==> config.mk <==
export PLATFORM = sky130hd
export DESIGN_NAME = acmd_top
export DESIGN_NICKNAME = d
export VERILOG_FILES = /design/src/verilog/acmd_pkg.sv /design/src/verilog/acmd_decoder.sv /design/src/verilog/acmd_deadline.sv /design/src/verilog/acmd_top.sv
export SDC_FILE = /design/constraint.sdc
export NUM_CORES = 1
export LEC_CHECK = 0
export BUFFER_PORTS_ARGS = -buffer_cell sky130_fd_sc_hd__buf_2
export CAP_MARGIN = 20
export CORE_ASPECT_RATIO = 1.4
export CORE_UTILIZATION = 40
export CTS_BUF_LIST = sky130_fd_sc_hd__clkbuf_4 sky130_fd_sc_hd__clkbuf_8 sky130_fd_sc_hd__clkbuf_16
export DETAILED_ROUTE_END_ITERATION = 8
export GPL_TIMING_DRIVEN = 0
export SYNTH_ARGS = -nofsm -noshare
export SYNTH_HDL_FRONTEND = slang
export SYNTH_SLANG_ARGS = --single-unit
==> constraint.sdc <==
create_clock -name i_clk_sys -period 5.3 [get_ports i_clk_sys]
set_input_delay 1.06 -clock i_clk_sys [delete_from_list [all_inputs] [get_ports i_clk_sys]]
set_output_delay 1.06 -clock i_clk_sys [all_outputs]
set_load 0.01 [all_outputs]
==> src/verilog/acmd_pkg.sv <==
// Constants, encodings and state types of the command acceptor.
// Assumes a 250 MHz system clock and an AHB-Lite register port.
//
// Notes on behaviour
// - Class 1: busy raised within 400 ns of the command write.
// - Class 2: busy within 400 ns, request within 700 us, busy drops after.
// - Class 3: busy within 400 ns, request within 20 ms, busy drops after.
// - Codes C5, CD and 3C decode as class 3 with full parameters.
// - Codes 30, 31, 38, CA, E8 and 50 decode as class 2.
// - F8 is class 1 drive-only; F9 is class 1 with full parameters.
// - Legacy codes 00 and 1x complete with no effect.
// - Power query in standby or transition loads count with 00.
// - Power query while idle loads count with FF.
// - Power query answers to 98 or E5 and uses only drive select.
// - Sector erase moves no data but may end with write fault.
// - Erase start comes from address fields, length from the count.
// - Drive-only commands drop head bits; full commands keep them.
// - Reads, verify, seek, erase and writes accept logical addressing.
// - EF uses features; B0 uses features, count, cylinder, drive select.
// - Drive/head bit 6 selects logical addressing, bit 4 the drive.
// - A zero count means 256 sectors.
// - While busy, other status bits read invalid; task file writes ignored.
`default_nettype none
package acmd_pkg;
	// ----------------------------------------------------------------
	// Register word offsets
	// ----------------------------------------------------------------
	localparam logic [7:0] OFS_FEATURE  = 8'h00;
	localparam logic [7:0] OFS_COUNT    = 8'h04;
	localparam logic [7:0] OFS_SECTOR   = 8'h08;
	localparam logic [7:0] OFS_CYL_LO   = 8'h0c;
	localparam logic [7:0] OFS_CYL_HI   = 8'h10;
	localparam logic [7:0] OFS_DRV_HEAD = 8'h14;
	localparam logic [7:0] OFS_CMD_STAT = 8'h18;
	localparam logic [7:0] OFS_DEV_CTRL = 8'h1c;
	localparam logic [7:0] OFS_ERROR    = 8'h20;
	localparam logic [7:0] OFS_DECODE   = 8'h24;

	// ----------------------------------------------------------------
	// Field positions and reset values
	// ----------------------------------------------------------------
	localparam int         DH_LBA_BIT   = 6;
	localparam int         DH_DRV_BIT   = 4;
	localparam int         CTRL_SRST    = 2;
	localparam int         ERR_ABRT     = 2;
	localparam logic [7:0] COUNT_RST    = 8'h01;
	localparam logic [7:0] DH_RST       = 8'ha0;
	localparam logic [7:0] STAT_BUSY    = 8'h80;
	localparam logic [7:0] PWR_STANDBY  = 8'h00;
	localparam logic [7:0] PWR_IDLE     = 8'hff;
	localparam logic [8:0] COUNT_MAX    = 9'h100;

	// Field-use mask bits
	localparam int U_FR  = 0;
	localparam int U_SC  = 1;
	localparam int U_SN  = 2;
	localparam int U_CY  = 3;
	localparam int U_DHF = 4;
	localparam int U_LBA = 5;

	// ----------------------------------------------------------------
	// Timing
	// ----------------------------------------------------------------
	localparam int CLK_MHZ      = 250;
	localparam int BSY_MAX_NS   = 400;
	localparam int DRQ_C2_US    = 700;
	localparam int DRQ_C3_MS    = 20;
	localparam int BSY_MAX_CYC  = (BSY_MAX_NS * CLK_MHZ) / 1000;
	localparam int DRQ_C2_CYC   = DRQ_C2_US * CLK_MHZ;
	localparam int DRQ_C3_CYC   = DRQ_C3_MS * CLK_MHZ * 1000;
	localparam int TMR_W        = 24;

	typedef enum logic [1:0] {K_NOP, K_POWER, K_EXEC, K_XFER} acmd_kind_t;
	typedef enum logic [2:0] {ST_IDLE, ST_ACCEPT, ST_EXEC, ST_PREP, ST_DRQ_ON,
		ST_XFER} acmd_st_t;
endpackage
`default_nettype wire

==> src/verilog/acmd_decoder.sv <==
// Command code decoder: class, handling kind and task-file field use.
// Purely combinational; the caller registers what it keeps.
`timescale 1ns/1ps
`default_nettype none
module acmd_decoder (
	input  wire logic [7:0]          i_code,
	output logic                     o_valid,
	output logic [1:0]               o_cls,
	output acmd_pkg::acmd_kind_t     o_kind,
	output logic [5:0]               o_use,
	output logic                     o_erase
);
	localparam logic [5:0] M_D    = 6'h00;
	localparam logic [5:0] M_FULL = 6'h3e;

	always_comb begin
		o_valid = 1'b1;
		o_cls   = 2'd1;
		o_kind  = acmd_pkg::K_EXEC;
		o_use   = M_D;
		o_erase = 1'b0;
		casez (i_code)
			8'h00, 8'h1?: o_kind = acmd_pkg::K_NOP;
			8'h98, 8'he5: o_kind = acmd_pkg::K_POWER;
			8'hc0: begin
				o_use   = M_FULL;
				o_erase = 1'b1;
			end
			8'h20, 8'h21, 8'h40, 8'h41, 8'hc4, 8'hc8, 8'h87, 8'hf9:
				o_use = M_FULL;
			8'h7?: o_use = M_FULL & ~(6'h1 << acmd_pkg::U_SC);
			8'h90, 8'he7, 8'hec, 8'he4, 8'he1, 8'h95, 8'he6, 8'h99, 8'he2,
			8'h96, 8'he0, 8'h94, 8'h03, 8'hf8: o_use = M_D;
			8'he3, 8'h97, 8'hc6: o_use = 6'h1 << acmd_pkg::U_SC;
			8'h91: o_use = (6'h1 << acmd_pkg::U_SC) | (6'h1 << acmd_pkg::U_DHF);
			8'hf5: o_use = 6'h1 << acmd_pkg::U_DHF;
			8'hef: o_use = 6'h1 << acmd_pkg::U_FR;
			8'hb0: o_use = (6'h1 << acmd_pkg::U_FR) | (6'h1 << acmd_pkg::U_SC)
				| (6'h1 << acmd_pkg::U_CY);
			8'h30, 8'h31, 8'h38, 8'hca: begin
				o_cls  = 2'd2;
				o_kind = acmd_pkg::K_XFER;
				o_use  = M_FULL;
			end
			8'he8: begin
				o_cls  = 2'd2;
				o_kind = acmd_pkg::K_XFER;
			end
			8'h50: begin
				o_cls  = 2'd2;
				o_kind = acmd_pkg::K_XFER;
				o_use  = M_FULL & ~(6'h1 << acmd_pkg::U_SN);
			end
			8'hc5, 8'hcd, 8'h3c: begin
				o_cls  = 2'd3;
				o_kind = acmd_pkg::K_XFER;
				o_use  = M_FULL;
			end
			default: begin
				o_valid = 1'b0;
				o_cls   = 2'd0;
				o_kind  = acmd_pkg::K_NOP;
			end
		endcase
	end
endmodule // acmd_decoder
`default_nettype wire

==> src/verilog/acmd_deadline.sv <==
// Down counter that flags when a loaded deadline runs out.
// Counts only while run is high; load restarts it.
`timescale 1ns/1ps
`default_nettype none
module acmd_deadline #(
	parameter int W = 24
) (
	input  wire logic         i_clk_sys,
	input  wire logic         i_rstn,
	input  wire logic         i_load,
	input  wire logic [W-1:0] i_limit,
	input  wire logic         i_run,
	output logic              o_expired
);
	typedef struct packed {
		logic [W-1:0] cnt;
		logic         exp;
	} acmd_tmr_t;

	if (W < 1) begin : g_bad_width
		$error("acmd_deadline: counter width must be at least one");
	end

	acmd_tmr_t q, d;

	always_comb begin
		d = q;
		if (i_load) begin
			d.cnt = i_limit;
			d.exp = 1'b0;
		end else if (i_run) begin
			if (q.cnt == '0)
				d.exp = 1'b1;
			else
				d.cnt = q.cnt - 1'b1;
		end
	end

	always_ff @(posedge i_clk_sys or negedge i_rstn) begin
		if (!i_rstn)
			q <= '0;
		else
			q <= d;
	end

	assign o_expired = q.exp;
endmodule // acmd_deadline
`default_nettype wire

==> src/verilog/acmd_top.sv <==
// Task-file command acceptor: AHB-Lite registers, decode, busy/request timing.
// Assumes a media back end that answers start with done, buffer ready or end.
//
// Register access over AHB-Lite and the placing of the registers were left to the implementer.
`timescale 1ns/1ps
`default_nettype none
module acmd_top #(
	parameter int P_DRQ2_CYC = acmd_pkg::DRQ_C2_CYC,
	parameter int P_DRQ3_CYC = acmd_pkg::DRQ_C3_CYC
) (
	input  wire logic        i_clk_sys,
	input  wire logic        i_rstn,
	input  wire logic        i_hsel,
	input  wire logic [31:0] i_haddr,
	input  wire logic [1:0]  i_htrans,
	input  wire logic        i_hwrite,
	input  wire logic [2:0]  i_hsize,
	input  wire logic [31:0] i_hwdata,
	input  wire logic        i_hready,
	output logic [31:0]      o_hrdata,
	output logic             o_hreadyout,
	output logic             o_hresp,
	input  wire logic        i_standby,
	input  wire logic        i_exec_done,
	input  wire logic        i_exec_fault,
	input  wire logic        i_buf_ready,
	input  wire logic        i_xfer_done,
	output logic             o_bsy,
	output logic             o_drq,
	output logic             o_cmd_start,
	output logic [7:0]       o_cmd_code,
	output logic [1:0]       o_cmd_class,
	output logic             o_cmd_erase,
	output logic [27:0]      o_start_addr,
	output logic [8:0]       o_sector_count,
	output logic [7:0]       o_feature,
	output logic             o_lba_mode,
	output logic             o_drive_sel,
	output logic             o_cmd_done
);
	localparam int TW = acmd_pkg::TMR_W;

	if (P_DRQ2_CYC < 1 || P_DRQ3_CYC < 1
		|| P_DRQ2_CYC >= 2**TW || P_DRQ3_CYC >= 2**TW) begin : g_bad_deadline
		$error("acmd_top: deadline counts out of range");
	end

	typedef struct packed {
		acmd_pkg::acmd_st_t st;
		logic [7:0]  feat;
		logic [7:0]  cnt;
		logic [7:0]  sec;
		logic [7:0]  cyl_lo;
		logic [7:0]  cyl_hi;
		logic [7:0]  dh;
		logic [7:0]  cmd;
		logic        srst;
		logic        bsy;
		logic        drq;
		logic        err;
		logic        write_fault_flag;
		logic        abrt;
		logic        dph;
		logic        dwr;
		logic [7:0]  daddr;
		logic        ready;
		logic [31:0] rdata;
		logic        start;
		logic        done;
		logic [1:0]  cls;
		logic        erase;
		logic [27:0] addr;
		logic [8:0]  scount;
		logic [7:0]  ofeat;
		logic        lba;
		logic        drv;
	} acmd_state_t;

	acmd_state_t q, d;

	logic                 dec_valid;
	logic [1:0]           dec_cls;
	acmd_pkg::acmd_kind_t dec_kind;
	logic [5:0]           dec_use;
	logic                 dec_erase;
	logic                 tmr_load;
	logic [TW-1:0]        tmr_limit;
	logic                 tmr_exp;

	acmd_decoder u_dec (
		.i_code  (q.cmd),
		.o_valid (dec_valid),
		.o_cls   (dec_cls),
		.o_kind  (dec_kind),
		.o_use   (dec_use),
		.o_erase (dec_erase)
	);

	// Buffer preparation deadline for class 2 and 3
	assign tmr_load  = (q.st == acmd_pkg::ST_ACCEPT) && dec_valid
		&& (dec_kind == acmd_pkg::K_XFER);
	assign tmr_limit = (dec_cls == 2'd3) ? TW'(P_DRQ3_CYC) : TW'(P_DRQ2_CYC);

	acmd_deadline #(.W(TW)) u_tmr (
		.i_clk_sys (i_clk_sys),
		.i_rstn    (i_rstn),
		.i_load    (tmr_load),
		.i_limit   (tmr_limit),
		.i_run     (q.st == acmd_pkg::ST_PREP),
		.o_expired (tmr_exp)
	);

	logic [7:0] stat_val;
	logic [7:0] rd_val;

	always_comb begin
		// Busy masks the other bits, they mean nothing then
		if (q.bsy || q.srst)
			stat_val = acmd_pkg::STAT_BUSY;
		else
			stat_val = {1'b0, 1'b1, q.write_fault_flag, 1'b1, q.drq, 2'b00, q.err};
		case (q.daddr)
			acmd_pkg::OFS_FEATURE:  rd_val = q.feat;
			acmd_pkg::OFS_COUNT:    rd_val = q.cnt;
			acmd_pkg::OFS_SECTOR:   rd_val = q.sec;
			acmd_pkg::OFS_CYL_LO:   rd_val = q.cyl_lo;
			acmd_pkg::OFS_CYL_HI:   rd_val = q.cyl_hi;
			acmd_pkg::OFS_DRV_HEAD: rd_val = q.dh;
			acmd_pkg::OFS_CMD_STAT: rd_val = stat_val;
			acmd_pkg::OFS_ERROR:    rd_val = 8'({7'h00, q.abrt} << acmd_pkg::ERR_ABRT);
			acmd_pkg::OFS_DECODE:   rd_val = {1'b0, q.erase, q.lba, q.drv, q.cls, q.drq, q.bsy};
			default:                rd_val = 8'h00;
		endcase
	end

	// ----------------------------------------------------------------
	// Next state
	// ----------------------------------------------------------------
	always_comb begin
		d       = q;
		d.start = 1'b0;
		d.done  = 1'b0;

		// Read data phase: one wait state so a preceding write is visible
		if (q.dph && !q.dwr && !q.ready) begin
			d.rdata = {24'h000000, rd_val};
			d.ready = 1'b1;
		end
		if (q.dph && q.dwr) begin
			if (q.daddr == acmd_pkg::OFS_DEV_CTRL)
				d.srst = i_hwdata[acmd_pkg::CTRL_SRST];
			else if (!q.bsy && !q.srst) begin
				case (q.daddr)
					acmd_pkg::OFS_FEATURE:  d.feat   = i_hwdata[7:0];
					acmd_pkg::OFS_COUNT:    d.cnt    = i_hwdata[7:0];
					acmd_pkg::OFS_SECTOR:   d.sec    = i_hwdata[7:0];
					acmd_pkg::OFS_CYL_LO:   d.cyl_lo = i_hwdata[7:0];
					acmd_pkg::OFS_CYL_HI:   d.cyl_hi = i_hwdata[7:0];
					acmd_pkg::OFS_DRV_HEAD: d.dh     = i_hwdata[7:0];
					acmd_pkg::OFS_CMD_STAT: begin
						d.cmd  = i_hwdata[7:0];
						d.bsy  = 1'b1;
						d.drq  = 1'b0;
						d.err  = 1'b0;
						d.write_fault_flag  = 1'b0;
						d.abrt = 1'b0;
						d.st   = acmd_pkg::ST_ACCEPT;
					end
					default: ;
				endcase
			end
		end
		if (i_hready) begin
			d.dph   = i_hsel && i_htrans[1];
			d.dwr   = i_hwrite;
			d.daddr = i_haddr[7:0];
			d.ready = !(i_hsel && i_htrans[1] && !i_hwrite);
		end

		case (q.st)
			acmd_pkg::ST_IDLE: ;
			acmd_pkg::ST_ACCEPT: begin
				d.st    = acmd_pkg::ST_IDLE;
				d.cls   = dec_cls;
				d.erase = dec_erase;
				d.lba   = dec_use[acmd_pkg::U_LBA] && q.dh[acmd_pkg::DH_LBA_BIT];
				d.drv   = q.dh[acmd_pkg::DH_DRV_BIT];
				d.ofeat = dec_use[acmd_pkg::U_FR] ? q.feat : 8'h00;
				d.addr  = {dec_use[acmd_pkg::U_DHF] ? q.dh[3:0] : 4'h0,
					dec_use[acmd_pkg::U_CY] ? {q.cyl_hi, q.cyl_lo} : 16'h0000,
					dec_use[acmd_pkg::U_SN] ? q.sec : 8'h00};
				if (!dec_use[acmd_pkg::U_SC])
					d.scount = 9'h000;
				else if (q.cnt == 8'h00)
					d.scount = acmd_pkg::COUNT_MAX;
				else
					d.scount = {1'b0, q.cnt};
				if (!dec_valid) begin
					d.err  = 1'b1;
					d.abrt = 1'b1;
					d.bsy  = 1'b0;
					d.done = 1'b1;
					d.cls  = q.cls;
					d.erase= q.erase;
					d.lba  = q.lba;
					d.drv  = q.drv;
					d.ofeat= q.ofeat;
					d.addr = q.addr;
					d.scount = q.scount;
				end else begin
					case (dec_kind)
						acmd_pkg::K_NOP: begin
							d.bsy  = 1'b0;
							d.done = 1'b1;
						end
						acmd_pkg::K_POWER: begin
							d.cnt  = i_standby ? acmd_pkg::PWR_STANDBY
								: acmd_pkg::PWR_IDLE;
							d.bsy  = 1'b0;
							d.done = 1'b1;
						end
						acmd_pkg::K_EXEC: begin
							d.start = 1'b1;
							d.st    = acmd_pkg::ST_EXEC;
						end
						default: begin
							d.start = 1'b1;
							d.st    = acmd_pkg::ST_PREP;
						end
					endcase
				end
			end
			acmd_pkg::ST_EXEC: if (i_exec_done) begin
				d.bsy  = 1'b0;
				d.err  = i_exec_fault;
				d.write_fault_flag  = i_exec_fault && q.erase;
				d.done = 1'b1;
				d.st   = acmd_pkg::ST_IDLE;
			end
			acmd_pkg::ST_PREP: begin
				if (i_buf_ready) begin
					d.drq = 1'b1;
					d.st  = acmd_pkg::ST_DRQ_ON;
				end else if (tmr_exp) begin
					// Buffer never came: give up rather than hang busy
					d.bsy  = 1'b0;
					d.err  = 1'b1;
					d.write_fault_flag  = 1'b1;
					d.done = 1'b1;
					d.st   = acmd_pkg::ST_IDLE;
				end
			end
			acmd_pkg::ST_DRQ_ON: begin
				d.bsy = 1'b0;
				d.st  = acmd_pkg::ST_XFER;
			end
			acmd_pkg::ST_XFER: if (i_xfer_done) begin
				d.drq  = 1'b0;
				d.err  = i_exec_fault;
				d.write_fault_flag  = i_exec_fault;
				d.done = 1'b1;
				d.st   = acmd_pkg::ST_IDLE;
			end
			default: d.st = acmd_pkg::ST_IDLE;
		endcase

		// Soft reset holds the task file and sequencer cleared
		if (q.srst) begin
			d.st     = acmd_pkg::ST_IDLE;
			d.bsy    = 1'b0;
			d.drq    = 1'b0;
			d.err    = 1'b0;
			d.write_fault_flag    = 1'b0;
			d.abrt   = 1'b0;
			d.start  = 1'b0;
			d.done   = 1'b0;
			d.feat   = 8'h00;
			d.cnt    = acmd_pkg::COUNT_RST;
			d.sec    = 8'h00;
			d.cyl_lo = 8'h00;
			d.cyl_hi = 8'h00;
			d.dh     = acmd_pkg::DH_RST;
		end
	end

	always_ff @(posedge i_clk_sys or negedge i_rstn) begin
		if (!i_rstn) begin
			q       <= '0;
			q.cnt   <= acmd_pkg::COUNT_RST;
			q.dh    <= acmd_pkg::DH_RST;
			q.ready <= 1'b1;
		end else begin
			q <= d;
		end
	end

	assign o_hrdata       = q.rdata;
	assign o_hreadyout    = q.ready;
	assign o_hresp        = q.abrt & 1'b0;
	assign o_bsy          = q.bsy;
	assign o_drq          = q.drq;
	assign o_cmd_start    = q.start;
	assign o_cmd_code     = q.cmd;
	assign o_cmd_class    = q.cls;
	assign o_cmd_erase    = q.erase;
	assign o_start_addr   = q.addr;
	assign o_sector_count = q.scount;
	assign o_feature      = q.ofeat;
	assign o_lba_mode     = q.lba;
	assign o_drive_sel    = q.drv;
	assign o_cmd_done     = q.done;

	// ----------------------------------------------------------------
	// Checks
	// ----------------------------------------------------------------
	localparam int LP_BSY_CYC = acmd_pkg::BSY_MAX_CYC;
	logic cmd_wr;
	assign cmd_wr = q.dph && q.dwr && (q.daddr == acmd_pkg::OFS_CMD_STAT) && !q.bsy && !q.srst;

	a_bsy_on_cmd: assert property (@(posedge i_clk_sys) disable iff (!i_rstn)
		cmd_wr |=> q.bsy || q.srst)
		else $error("busy not raised after command write");
	a_bsy_after_drq: assert property (@(posedge i_clk_sys) disable iff (!i_rstn)
		$rose(q.drq) |-> ##[1:LP_BSY_CYC] !q.bsy)
		else $error("busy still set after data request");
	a_class3_dec: assert property (@(posedge i_clk_sys) disable iff (!i_rstn)
		(q.st == acmd_pkg::ST_ACCEPT && (q.cmd == 8'hc5 || q.cmd == 8'h3c))
		|=> q.cls == 2'd3 && q.st == acmd_pkg::ST_PREP && q.start)
		else $error("class 3 code misdecoded");
	a_class2_dec: assert property (@(posedge i_clk_sys) disable iff (!i_rstn)
		(q.st == acmd_pkg::ST_ACCEPT && q.cmd == 8'h30 && !q.srst) |=> q.cls == 2'd2)
		else $error("class 2 code misdecoded");
	a_power_idle: assert property (@(posedge i_clk_sys) disable iff (!i_rstn)
		(q.st == acmd_pkg::ST_ACCEPT && q.cmd == 8'he5 && !i_standby && !q.srst)
		|=> q.cnt == acmd_pkg::PWR_IDLE && !q.bsy && q.done)
		else $error("idle power query answer wrong");
	a_unknown_abort: assert property (@(posedge i_clk_sys) disable iff (!i_rstn)
		(q.st == acmd_pkg::ST_ACCEPT && !dec_valid && !q.srst)
		|=> q.err && q.abrt && !q.bsy && $stable(q.cnt) && $stable(q.addr))
		else $error("unknown code not aborted");
	a_busy_locks: assert property (@(posedge i_clk_sys) disable iff (!i_rstn)
		(q.bsy && !q.srst && q.dph && q.dwr && q.daddr == acmd_pkg::OFS_SECTOR)
		|=> $stable(q.sec))
		else $error("task file written while busy");
	a_count_zero: assert property (@(posedge i_clk_sys) disable iff (!i_rstn)
		(q.st == acmd_pkg::ST_ACCEPT && q.cmd == 8'h20 && q.cnt == 8'h00 && !q.srst)
		|=> o_sector_count == acmd_pkg::COUNT_MAX)
		else $error("zero count not 256");
	a_drive_mask: assert property (@(posedge i_clk_sys) disable iff (!i_rstn)
		(q.st == acmd_pkg::ST_ACCEPT && q.cmd == 8'hf8 && !q.srst) |=> q.addr[27:24] == 4'h0)
		else $error("head bits kept for drive-only command");
endmodule // acmd_top
`default_nettype wire

==> flow_summary_export.csv <==
group,metric,value,unit
timing,final-setup-viol-count,0,
global_routing,grt_pass1_wl,38.7,mm
global_routing,use_met3,2.81,%
placement,postPlaceCellArea,0.00994,mm^2
critical_path,cp_max_fo,10,
critical_path,r2r_slack,2.50,ns
clock_tree,cts_root_buffer,"clkbuf_16",
critical_path,path_class,"register to register",
cells_and_area,fill_cells,2122,
clock_tree,cts_buffer_depth,2,
global_routing,use_met1,26.8,%
timing,tns,0,ns
power,switching_share,22.6,%
floorplan,die_area,0.0230,mm^2
placement,dp_cells,1319,
cells_and_area,final_cells,1350,
power,p_leak,4.96,nW
clock_tree,clk_pin_slew,0.07,ns
floorplan,coreArea,0.0219,mm^2
timing,period_needed,2.80,ns
cells_and_area,drive_above_1_share,29.4,%
routing,routedWlPerCell,18.2,um
critical_path,cp.arrival,3.10,ns
logic_synthesis,avgSynthCellArea,9.95,um^2
logic_synthesis,yosysSeqAreaShare,45.0,%
timing,max_freq,357,MHz
power,p_switching,628,uW
timing,fin_worst_skew,0.0139,ns
routing,vias,7189,
global_routing,first_global_vias,6944,
routing,drcViolationCount,0,
power,ir_drop,0.194,mV
logic_synthesis,syn_inst,900,
placement,dp_hpwl,18.4,mm
power,p_per_area,262,mW/mm^2
logic_synthesis,synthArstFlopShare,100,%
job,drv_cap,0,
power,power.share.sequential,45.2,%
floorplan,start_util,40.8,%
routing,drt_iter0_markers,407,
global_routing,grt_max_degree,119,
worst_hold_path,worstHoldPathType,"register to register",
logic_synthesis,synth_ff_type,"dfrtp_1",
floorplan,rows,64,
critical_path,cp-start-kind,"register",
clock_tree,cts_tree,"yes",
global_routing,antenna_found_initial,0,
floorplan,io_pins,175,
timing,hold_viol,0,
global_routing,grt_overflow_total,0,
logic_synthesis,ys_types,86,
clock_tree,cts_sinks,161,
status,status,"completed",
power,p_int,2.15,mW
clock_tree,cts_max_level,4,
timing,slew_violations,0,
cells_and_area,diodes,0,
global_routing,met2_usage,40.0,%
timing,rsz0062_at_grt,"no",
global_routing,busiest_layer,"met2",
clock_tree,ctsHoldBuffers,0,
timing,relSlewSlack,30.8,%
routing,firstDrtPassIters,5,
power,combPwrFrac,5.1,%
logic_synthesis,synthesis.area,0.00896,mm^2
logic_synthesis,yosysWarnings,0,
logic_synthesis,ys_ff_latch,161,
logic_synthesis,synth_edf_count,0,
timing,min_period_over_period,52.9,%
routing,antenna_left,0,
critical_path,cp-end-kind,"register",
power,pwr-share-clk,49.7,%
clock_tree,numCtsBuffers,17,
clock_tree,postCtsSetupBuffers,0,
floorplan,fp.dieW,128,um
clock_tree,cts_resized,0,
placement,portBuffers,97,
power,finalPower,2.77,mW
clock_tree,clkLatencyLatePin,0.44,ns
global_routing,grtUsageTotal,22.4,%
placement,gp_congestion,0.905,
routing,wl,24.6,mm
cells_and_area,fin_nets,1121,
cells_and_area,final_design_area_no_fill,0.0106,mm^2
timing,worstMarginPinSlew,1.04,ns
floorplan,fp.dieH,179,um
cells_and_area,area_delta_synth_final,18.3,%
critical_path,cp.required,5.59,ns
routing,via_per_inst,5.33,
-- worst paths after layout --
kind,start,end,cells past startpoint
max,q[88],o_hrdata[7],7
min,o_hrdata[6],o_hrdata[6],2
max reg2reg,q[88],o_hrdata[7],7
min reg2reg,o_hrdata[6],o_hrdata[6],2
max in group asynchronous,i_rstn,q[122],2
min in group asynchronous,i_rstn,o_cmd_code[5],1
-- synthesized netlist by cell type (4+ instances only) --
| library cell | count | share of area, % |
|---|---|---|
| buf_4 | 98 | 8.2 |
| clkbuf_1 | 20 | 0.84 |
| a32oi_1 | 6 | 0.59 |
| o2bb2ai_1 | 17 | 1.7 |
| mux2_2 | 17 | 2.1 |
| a221oi_1 | 4 | 0.39 |
| nor3_1 | 9 | 0.50 |
| buf_1 | 4 | 0.17 |
| buf_2 | 14 | 0.78 |
| o2bb2ai_2 | 9 | 1.5 |
| a21o_1 | 7 | 0.59 |
| a22o_1 | 24 | 2.3 |
| and3_1 | 5 | 0.35 |
| dfrtp_1 | 157 | 44 |
| nor4b_1 | 4 | 0.39 |
| nor2b_1 | 11 | 0.77 |
| nor4_1 | 8 | 0.56 |
| xor2_1 | 12 | 1.2 |
| or3_1 | 9 | 0.63 |
| a21oi_1 | 29 | 1.6 |
| and4b_1 | 6 | 0.67 |
| a31oi_1 | 8 | 0.56 |
| o21ai_0 | 66 | 3.7 |
| nand4_1 | 9 | 0.63 |
| o2111ai_1 | 5 | 0.49 |
| inv_1 | 8 | 0.34 |
| buf_6 | 7 | 0.88 |
| mux2i_1 | 15 | 1.7 |
| nand3b_1 | 5 | 0.42 |
| nand2_1 | 117 | 4.9 |
| and2_1 | 16 | 1.1 |
| nand3_1 | 14 | 0.78 |
| nand4b_1 | 4 | 0.39 |
| nand2b_1 | 6 | 0.42 |
| o22ai_1 | 4 | 0.28 |
| xnor2_1 | 6 | 0.59 |
| a22oi_1 | 10 | 0.84 |
| o211ai_1 | 7 | 0.59 |
| dfstp_2 | 4 | 1.2 |
| nor2_1 | 41 | 1.7 |
| o21ai_1 | 10 | 0.56 |
| a211oi_1 | 7 | 0.59 |
-- logic make-up (layout without fill, tap and decap cells) --
group / after synthesis / count (layout) / share of synthesized area [%]
adders and majority gates: 1 / 1 / 0.140
muxes: 33 / 33 / 3.94
DFF: 161 / 161 / 45.0
other: 1 / 25 / 0.0419
xor gates and xnor gates: 18 / 18 / 1.76
and+or+nand+nor: 302 / 302 / 18.9
buffers and inverters: 154 / 283 / 11.7
AOI/OAI and AO/OA: 230 / 230 / 18.5
-- layer usage --
layer  up-vias  part of all wire [%]
li1       3417                     -
met1      3516                    41
met2       198                    52
met3        58                   3.4
met4         0                   3.7
met5         -                     0
-- power by group through the flow --
stage | registers [mW] | logic (mW) | clock network, mW
floorplan | 1.27 | 0.0779 | 0
global placement | 1.28 | 0.138 | 0
detailed placement | 1.28 | 0.142 | 0
CTS | 1.25 | 0.142 | 1.39
global route | 1.25 | 0.156 | 1.45
finish | 1.25 | 0.141 | 1.38
-- area by class of cell --
class / instances / area, um^2 / share of cell area [%]
clock buffer: 19 / 447 / 4.22
sequential: 161 / 4030 / 38.1
inverter: 8 / 30.0 / 0.283
tap: 297 / 372 / 3.51
buffer: 146 / 1010 / 9.58
timing repair buffer: 98 / 523 / 4.94
multi-input combinational: 609 / 3970 / 37.5
clock inverter: 12 / 205 / 1.94
-- registers in the layout (all words and copies together) (netlist names) --
register,count
o_cmd_class,2
o_cmd_done,1
o_lba_mode,1
o_start_addr,28
q,65
o_cmd_code,8
o_drq,1
o_hrdata,8
u_tmr.q,24
o_cmd_erase,1
o_drive_sel,1
o_bsy,1
o_feature,8
o_sector_count,9
u_tmr.o_expired,1
o_cmd_start,1
o_hreadyout,1
-- stage by stage --
stage	hold slack [ns]	utilization [%]	worst slack, ns
2_1_floorplan	0.451	-	3.09
6_report	0.486	48.3	2.50
3_3_place_gp	0.470	45.1	0.619
3_5_place_dp	0.473	45.3	2.59
4_1_cts	0.487	48.3	2.58
5_1_grt	0.513	48.3	2.38
-- worst max-delay path: stages, from the launching register on --
cell	delay, ns
dfrtp_1	0.32
buf_2	0.19
buf_1	0.53
clkbuf_1	0.52
mux2i_1	0.33
o211ai_1	0.11
a221oi_1	0.51
o21ai_0	0.15
-- layout by cell type, fill, tap and decap left out, drive strengths merged, types with 5 or more instances in the layout --
master | netlist | layout
nor4 | 12 | 12
nor2b | 11 | 11
nand4 | 9 | 9
a21o | 7 | 7
a31oi | 9 | 9
o2111ai | 5 | 5
xnor2 | 6 | 6
and4b | 6 | 6
conb | 1 | 25
nand2b | 6 | 6
nand2 | 117 | 117
a32oi | 6 | 6
dfrtp | 157 | 157
o21ai | 76 | 76
and3 | 5 | 5
bufinv | 0 | 5
xor2 | 12 | 12
and2 | 17 | 17
mux2 | 18 | 18
nor2 | 43 | 43
nor3 | 12 | 12
buf | 125 | 223
clkbuf | 21 | 40
mux2i | 15 | 15
a22o | 24 | 24
a21oi | 29 | 29
o211ai | 7 | 7
a211oi | 7 | 7
a22oi | 11 | 11
or3 | 9 | 9
nand3b | 5 | 5
nor4b | 7 | 7
nand4b | 5 | 5
inv | 8 | 11
nand3 | 15 | 15
o2bb2ai | 26 | 26
Power figures use the tool's default switching activity.
